### config.mk
export PLATFORM = sky130hd
export DESIGN_NAME = pcpc_power_irq_ctrl
export DESIGN_NICKNAME = d
export VERILOG_FILES = /design/src/pcpc_pkg.sv /design/src/pcpc_power_irq_ctrl.sv
export VERILOG_INCLUDE_DIRS = /design/src /design/src/src
export SDC_FILE = /design/constraint.sdc
export NUM_CORES = 1
export LEC_CHECK = 0
export BUFFER_PORTS_ARGS = -buffer_cell sky130_fd_sc_hd__buf_4
export CAP_MARGIN = 10
export CORE_MARGIN = 1
export CORE_UTILIZATION = 30
export DETAILED_ROUTE_END_ITERATION = 10
export SLEW_MARGIN = 20
export SYNTH_ARGS = -nofsm -noshare
export SYNTH_HDL_FRONTEND = slang
export SYNTH_SLANG_ARGS = --single-unit
### constraint.sdc
create_clock -name clk_sys -period 5 [get_ports clk_sys]
set_clock_uncertainty 0.1 [all_clocks]
set_input_delay 0.5 -clock clk_sys [delete_from_list [all_inputs] [get_ports clk_sys]]
set_output_delay 0.5 -clock clk_sys [all_outputs]
set_load 0.01 [all_outputs]
### src/pcpc_defs.svh
`ifndef PCPC_DEFS_SVH
`define PCPC_DEFS_SVH

// ==========================================
// Register addresses
`define PCPC_IDX_POWER        8'h02
`define PCPC_IDX_INTGEN       8'h03
`define PCPC_MEM_POWER        12'h802
`define PCPC_MEM_INTGEN       12'h803

// ==========================================
// Reset values
`define PCPC_POWER_RST        8'h00
`define PCPC_INTGEN_RST       8'h00

// ==========================================
// Power-control fields
`define PCPC_POWER_WMASK      8'h9B
`define PCPC_COE_BIT          7
`define PCPC_VCC_HI           4
`define PCPC_VCC_LO           3
`define PCPC_VPP_HI           1
`define PCPC_VPP_LO           0

// ==========================================
// Interrupt and general-control fields
`define PCPC_RING_INDICATE_ENABLE_BIT       7
`define PCPC_RESET_BIT        6
`define PCPC_KIND_BIT         5
`define PCPC_STATUS_CHANGE_TO_HOST_IRQ_BIT     4
`define PCPC_INTSEL_HI        3
`define PCPC_INTSEL_LO        0

// ==========================================
// Interrupt select codes
`define PCPC_INTSEL_NONE      4'h0
`define PCPC_INTSEL_SMI       4'h2

`endif

### src/pcpc_pkg.sv
`default_nettype none

package pcpc_pkg;

	// ==========================================
	// Supply and programming voltage codes
	typedef enum logic [1:0] {
		PCPC_VCC_OFF   = 2'h0,
		PCPC_VCC_RSVD  = 2'h1,
		PCPC_VCC_5V    = 2'h2,
		PCPC_VCC_3V    = 2'h3
	} pcpc_vcc_t;

	typedef enum logic [1:0] {
		PCPC_VPP_OFF   = 2'h0,
		PCPC_VPP_VCC   = 2'h1,
		PCPC_VPP_12V   = 2'h2,
		PCPC_VPP_RSVD  = 2'h3
	} pcpc_vpp_t;

	// ==========================================
	// Power switch controls
	typedef struct packed {
		logic vcc_5v_en;
		logic vcc_3v_en;
		logic vpp_12v_en;
		logic vpp_vcc_en;
	} pcpc_pwr_t;

endpackage

`default_nettype wire

### src/pcpc_power_irq_ctrl.sv
`include "pcpc_defs.svh"
`default_nettype none

module pcpc_power_irq_ctrl
	import pcpc_pkg::*;
(
	input  wire logic        clk_sys,
	input  wire logic        rst,
	input  wire logic        reg_wr,
	input  wire logic        reg_rd,
	input  wire logic        reg_mem_sel,
	input  wire logic [11:0] reg_addr,
	input  wire logic [7:0]  reg_wdata,
	output logic      [7:0]  reg_rdata,
	output logic             reg_rvalid,
	input  wire logic        battery_detect_or_ring_input,
	input  wire logic        card_func_irq,
	input  wire logic        csc_event,
	input  wire logic [3:0]  csc_route_cfg,
	output logic             card_output_gate,
	output logic             card_reset,
	output logic             card_kind_select,
	output logic             ring_indicate_enable,
	output logic             ring_indicate,
	output logic             battery_detect1,
	output pcpc_pwr_t        socket_power,
	output logic             socket_power_on_status,
	output logic             status_change_to_host_irq,
	output logic             csc_host_int,
	output logic      [15:0] csc_legacy_irq,
	output logic      [15:0] func_legacy_irq,
	output logic             func_smi
);

	// ==========================================
	// Helpers
	function automatic logic [15:0] irq_onehot(
		input logic [3:0] code
	);
		logic [15:0] v;
		v = 16'h0000;
		if (code != `PCPC_INTSEL_NONE)
		begin
			v[code] = 1'b1;
		end
		return v;
	endfunction

	function automatic logic hit(
		input logic [7:0]  idx,
		input logic [11:0] mem,
		input logic        msel,
		input logic [11:0] addr
	);
		logic idx_match;
		logic mem_match;
		idx_match = (addr == {4'h0, idx});
		mem_match = (addr == mem);
		// Bus inputs passed in so a continuous assign re-evaluates on them
		return msel ? mem_match : idx_match;
	endfunction

	// ==========================================
	// Address decode
	logic sel_power;
	logic sel_intgen;

	// Both paths reach the same flops
	assign sel_power  = hit(`PCPC_IDX_POWER, `PCPC_MEM_POWER, reg_mem_sel, reg_addr);
	assign sel_intgen = hit(`PCPC_IDX_INTGEN, `PCPC_MEM_INTGEN, reg_mem_sel, reg_addr);

	// ==========================================
	// Power-control register
	logic [7:0] power_r;

	always_ff @(posedge clk_sys or posedge rst)
	begin
		if (rst)
		begin
			power_r <= `PCPC_POWER_RST;
		end
		else if (reg_wr && sel_power)
		begin
			// Reserved bits never stored, so they read back zero
			power_r <= reg_wdata & `PCPC_POWER_WMASK;
		end
	end

	// ==========================================
	// Interrupt and general-control register
	logic [7:0] intgen_r;

	always_ff @(posedge clk_sys or posedge rst)
	begin
		if (rst)
		begin
			intgen_r <= `PCPC_INTGEN_RST;
		end
		else if (reg_wr && sel_intgen)
		begin
			// Every bit is storage here, nothing reserved
			intgen_r <= reg_wdata;
		end
	end

	// ==========================================
	// Register read port
	// Unmapped reads answer zero so the bus never stalls
	logic [7:0] rdata_nxt;

	always_comb
	begin
		rdata_nxt = 8'h00;
		if (sel_power)
		begin
			rdata_nxt = power_r;
		end
		else if (sel_intgen)
		begin
			rdata_nxt = intgen_r;
		end
	end

	always_ff @(posedge clk_sys or posedge rst)
	begin
		if (rst)
		begin
			reg_rdata  <= 8'h00;
			reg_rvalid <= 1'b0;
		end
		else
		begin
			reg_rdata  <= reg_rd ? rdata_nxt : 8'h00;
			reg_rvalid <= reg_rd;
		end
	end

	// ==========================================
	// Power request decode
	pcpc_vcc_t vcc_code;
	pcpc_vpp_t vpp_code;
	logic      vcc_on;
	pcpc_pwr_t pwr_nxt;

	// Reserved supply code treated as off
	assign vcc_code = pcpc_vcc_t'(power_r[`PCPC_VCC_HI:`PCPC_VCC_LO]);
	assign vpp_code = pcpc_vpp_t'(power_r[`PCPC_VPP_HI:`PCPC_VPP_LO]);
	assign vcc_on   = (vcc_code == PCPC_VCC_5V) || (vcc_code == PCPC_VCC_3V);

	always_comb
	begin
		pwr_nxt = '0;
		unique case (vcc_code)
			PCPC_VCC_OFF,
			PCPC_VCC_RSVD: pwr_nxt.vcc_5v_en = 1'b0;
			PCPC_VCC_5V:   pwr_nxt.vcc_5v_en = 1'b1;
			PCPC_VCC_3V:   pwr_nxt.vcc_3v_en = 1'b1;
		endcase
		// Program field only honoured with the supply up
		if (vcc_on)
		begin
			unique case (vpp_code)
				PCPC_VPP_OFF,
				PCPC_VPP_RSVD: pwr_nxt.vpp_vcc_en = 1'b0;
				PCPC_VPP_VCC:  pwr_nxt.vpp_vcc_en = 1'b1;
				PCPC_VPP_12V:  pwr_nxt.vpp_12v_en = 1'b1;
			endcase
		end
	end

	always_ff @(posedge clk_sys or posedge rst)
	begin
		if (rst)
		begin
			socket_power           <= '0;
			socket_power_on_status <= 1'b0;
		end
		else
		begin
			// One cycle behind the register; switch sees every write
			socket_power           <= pwr_nxt;
			socket_power_on_status <= vcc_on;
		end
	end

	// ==========================================
	// Card control outputs
	logic io_card;
	logic ring_mode;

	assign io_card   = intgen_r[`PCPC_KIND_BIT];
	assign ring_mode = intgen_r[`PCPC_RING_INDICATE_ENABLE_BIT];

	always_ff @(posedge clk_sys or posedge rst)
	begin
		if (rst)
		begin
			card_output_gate     <= 1'b0;
			// Card held in reset until software sets the release bit
			card_reset           <= 1'b1;
			card_kind_select     <= 1'b0;
			ring_indicate_enable <= 1'b0;
		end
		else
		begin
			card_output_gate     <= power_r[`PCPC_COE_BIT];
			card_reset           <= ~intgen_r[`PCPC_RESET_BIT];
			card_kind_select     <= io_card;
			ring_indicate_enable <= ring_mode;
		end
	end

	// ==========================================
	// Shared battery/ring input
	// Input taken as synchronous; no extra filtering on it
	always_ff @(posedge clk_sys or posedge rst)
	begin
		if (rst)
		begin
			ring_indicate   <= 1'b0;
			battery_detect1 <= 1'b0;
		end
		else
		begin
			ring_indicate   <= ring_mode && io_card && battery_detect_or_ring_input;
			battery_detect1 <= !ring_mode && !io_card && battery_detect_or_ring_input;
		end
	end

	// ==========================================
	// Interrupt steering
	logic [3:0] int_sel;
	logic       csc_to_host;

	assign int_sel     = intgen_r[`PCPC_INTSEL_HI:`PCPC_INTSEL_LO];
	// Code zero kept ORed in for older drivers
	assign csc_to_host = intgen_r[`PCPC_STATUS_CHANGE_TO_HOST_IRQ_BIT] || (int_sel == `PCPC_INTSEL_NONE);

	always_ff @(posedge clk_sys or posedge rst)
	begin
		if (rst)
		begin
			status_change_to_host_irq <= 1'b0;
			csc_host_int              <= 1'b0;
			csc_legacy_irq            <= 16'h0000;
		end
		else
		begin
			status_change_to_host_irq <= csc_to_host;
			csc_host_int              <= csc_to_host && csc_event;
			// Legacy routing only while the host path is off
			csc_legacy_irq            <= csc_to_host ? 16'h0000 : (irq_onehot(csc_route_cfg) & {16{csc_event}});
		end
	end

	// ==========================================
	// Functional interrupt steering
	logic        func_active;
	logic [15:0] func_nxt;

	// Only an I/O card drives a functional interrupt
	assign func_active = io_card && card_func_irq;

	always_comb
	begin
		func_nxt = irq_onehot(int_sel) & {16{func_active}};
		// SMI is no legacy line, so bit 2 stays clear
		func_nxt[`PCPC_INTSEL_SMI] = 1'b0;
	end

	always_ff @(posedge clk_sys or posedge rst)
	begin
		if (rst)
		begin
			func_legacy_irq <= 16'h0000;
			func_smi        <= 1'b0;
		end
		else
		begin
			func_legacy_irq <= func_nxt;
			func_smi        <= func_active && (int_sel == `PCPC_INTSEL_SMI);
		end
	end

endmodule

`default_nettype wire

==> results.md <==
- Leakage power: about 1.6 nW
- Top cells by area, synth: dfrtp_1 (69%), nor2_1 (5.7%), mux2_2 (3.9%)
- Vias: about 1600
- Chip height: about 90 µm
- Placed cell area: 3030 µm²
- Final Max Slew Viols: 0
- DIE WIDTH: 89.9 µm
- Top cell family by delay on the critical path: simple AND/OR/NAND/NOR gates
- Synth Cell Area: 2320 µm²
- I/O Buffers: 83
- Worst Hold End: reg_rvalid
- # setup viols final: 0
- Clock sink count: between 60 and 70
- Layout cells sized above 1: 44.7%
- Routed length per instance: 12.5 µm
- Slew of the pin with the lowest slew margin: 0.795 ns
- Final period utilization: 35.0%
- P&R area growth vs syn: 39.4%
- Post-synth EDFFs: 0
- Hold Path Origin: reg_rd
- Status: finished clean
- Clock buffer depth: 2
- Final min period: 1.75 ns
- Crit path buf inv count: 1
- CP max-delay cell: and4b_1
- Post-CTS Resized: 0
- Worst setup SP type: input pin
- Clk Latency, worst-skew pair: between 0.3 and 0.4 ns
- Synth top area share: 69.1%
- Ys flop type: dfrtp_1
- Slowest stage delay, CP: 0.41 ns
- Global Route Usage Sum: 12.3%
- Final GP Congestion: 0.706
- Top-count cell post-synth: dfrtp_1
- Core Area: 7370 µm²
- Synthesized flop and latch total: 65
- Vias per cell: ~4.3
- Largest net degree at the start of global routing: 66
- Post-DRT Antenna Nets: 0
- Gate Count Post-Synth: 172
- Reg2reg path depth: 4
- Routed WL: about 4600 µm
- Syn. warnings: 0
- CP Cell Sequence: buf_4, nor4_1, and3_2, and4b_1, mux2_4
- Max frequency: between 0.5 and 0.6 GHz
- Synth cell count leaders: dfrtp_1 (64), nor2_1 (35), nand2_1 (9), mux2_2 (8), nor3_1 (7)
- Clk Tree Root Cell: clkbuf_8
- Initial drt markers: 29
- Worst reg2reg setup slack: 3.40 ns
- Overflow left after global routing: 0
- Unrepaired setup endpoints after global routing: false
- CTS tree: yes
- Hold Violations, Final: 0
- Initial antenna violation count: 0
- PnR Total Power: 1.02 mW
- Diode count: 0
- Global-route wire length before repair: 7560 µm
- H-tree levels: 3
- Boundary Pins: 87
- Pwr dens: 317 nW/µm²
- Setup Buffers After CTS: 0
- CTS clk-pin slew, worst paths: 0.07 ns
- Initial Util: a little under a third
- CP max FO: 5
- CP required: ~5 ns
- Post-CTS Hold Buffers: 0
- Hold Path Class: in2reg
- Hold_ws: roughly 0.18 ns
- Critical path type: in2reg
- Max transition margin: between 40% and 50%
- Max IR drop VDD: 166 µV
- Cell taking the most area after synthesis: dfrtp_1
- Reg-to-Reg Start: intgen_r[2]
- Reg2reg end: csc_legacy_irq[9]
- Core Rows: 31
- Worst hold stages: 1
- Seq/Total Area, Yosys: 70.2%
- DP HPWL: 3220 µm
- Die area: 8080 µm²
- DRT Pass-1 Iters: 4
- Layout Nets: roughly 300
- Max_cap viols: 0
- Total CTS buffers: 9
- Netlist cell types: 33
- Post-route DRC: 0
- Post-route cell area: 3230 µm²
- Setup_tns: 0 ns
- Worst EP arrival: 1.87 ns
- Ys async rst share: 100%
- Synth Area per Inst: between 10 and 15 µm²
- Vias in the first global route: 1539
- CP endpoint kind: flop
-- cell type report --
| type | instances | area [µm²] |
|---|---|---|
| clock buffers | 10 | 138 |
| clock inverters | 6 | 66.3 |
| fillers | 721 | 4140 |
| inverters | 2 | 7.51 |
| multi-input cells | 99 | 637 |
| flip-flops and latches | 65 | 1630 |
| well taps | 99 | 124 |
| repair buffers | 84 | 631 |
-- flip-flops by register name (all words and copies together) (netlist names), 4 cells and up --
signal	count
reg_rdata	8
power_r	5
intgen_r	8
socket_power	4
csc_legacy_irq	15
func_legacy_irq	14
-- cells in the final DEF, fill, tap and decap left out, types with 2 or more instances in the layout --
master / instances
mux2_2: 8
nand4_1: 2
nor3b_1: 2
nor3_1: 7
buf_4: 84
nor4_1: 2
nand2_1: 9
nand2b_1: 5
dfrtp_1: 64
conb_1: 3
clkbuf_8: 10
and2_1: 2
mux2_4: 5
mux2i_1: 5
nor2_1: 35
clkinvlp_4: 3
-- cells by family (layout without fill, tap and decap cells) --
logic type             Yosys count  after routing  share of synthesized area [%]
flip-flops                      65             65                           70.2
multiplexers                    18             18                           9.29
buffers and inverters           10            102                           2.59
AND/OR/NAND/NOR                 77             77                           17.3
XOR/XNOR                         1              1                          0.378
other                            1              3                          0.162
-- how the worst max path moves through the flow --
stage | from | endpoint | slack (ns) | cells after the start
global route | reg_addr[5] | power_r[4] | 3.16 | 5
global placement | reg_addr[5] | power_r[3] | 2.94 | 5
finish | reg_addr[5] | power_r[4] | 3.25 | 5
detailed placement | reg_addr[5] | power_r[4] | 2.90 | 5
floorplan | rst | battery_detect1 | 2.78 | 1
CTS | reg_addr[5] | power_r[4] | 3.25 | 5
-- metal layers --
| metal | wire [µm] | vias to the layer above | GRT usage [%] | part of all wire (%) |
|---|---|---|---|---|
| li1 | - | 741 | - | - |
| met1 | 1970 | 743 | 15.2 | 43 |
| met4 | 89 | 0 | 6.45 | 1.9 |
| met5 | 0 | - | 0 | 0 |
| met3 | 295 | 8 | 3.81 | 6.5 |
| met2 | 2210 | 62 | 19.5 | 48 |
-- metrics by stage --
step           worst slack, ns  util, %  instances
2_1_floorplan             2.78        -        174
3_3_place_gp              2.94     41.1        349
3_5_place_dp              2.90     41.1        349
4_1_cts                   3.25     43.8        365
5_1_grt                   3.16     43.8        365
6_report                  3.25     43.8        365
-- where the power goes --
group          internal [mW]  switching (mW)
registers              0.528         0.00128
clock network          0.244           0.204
logic                 0.0225          0.0241
total                  0.795           0.229
Note: power is estimated with default switching activity, not from simulation.
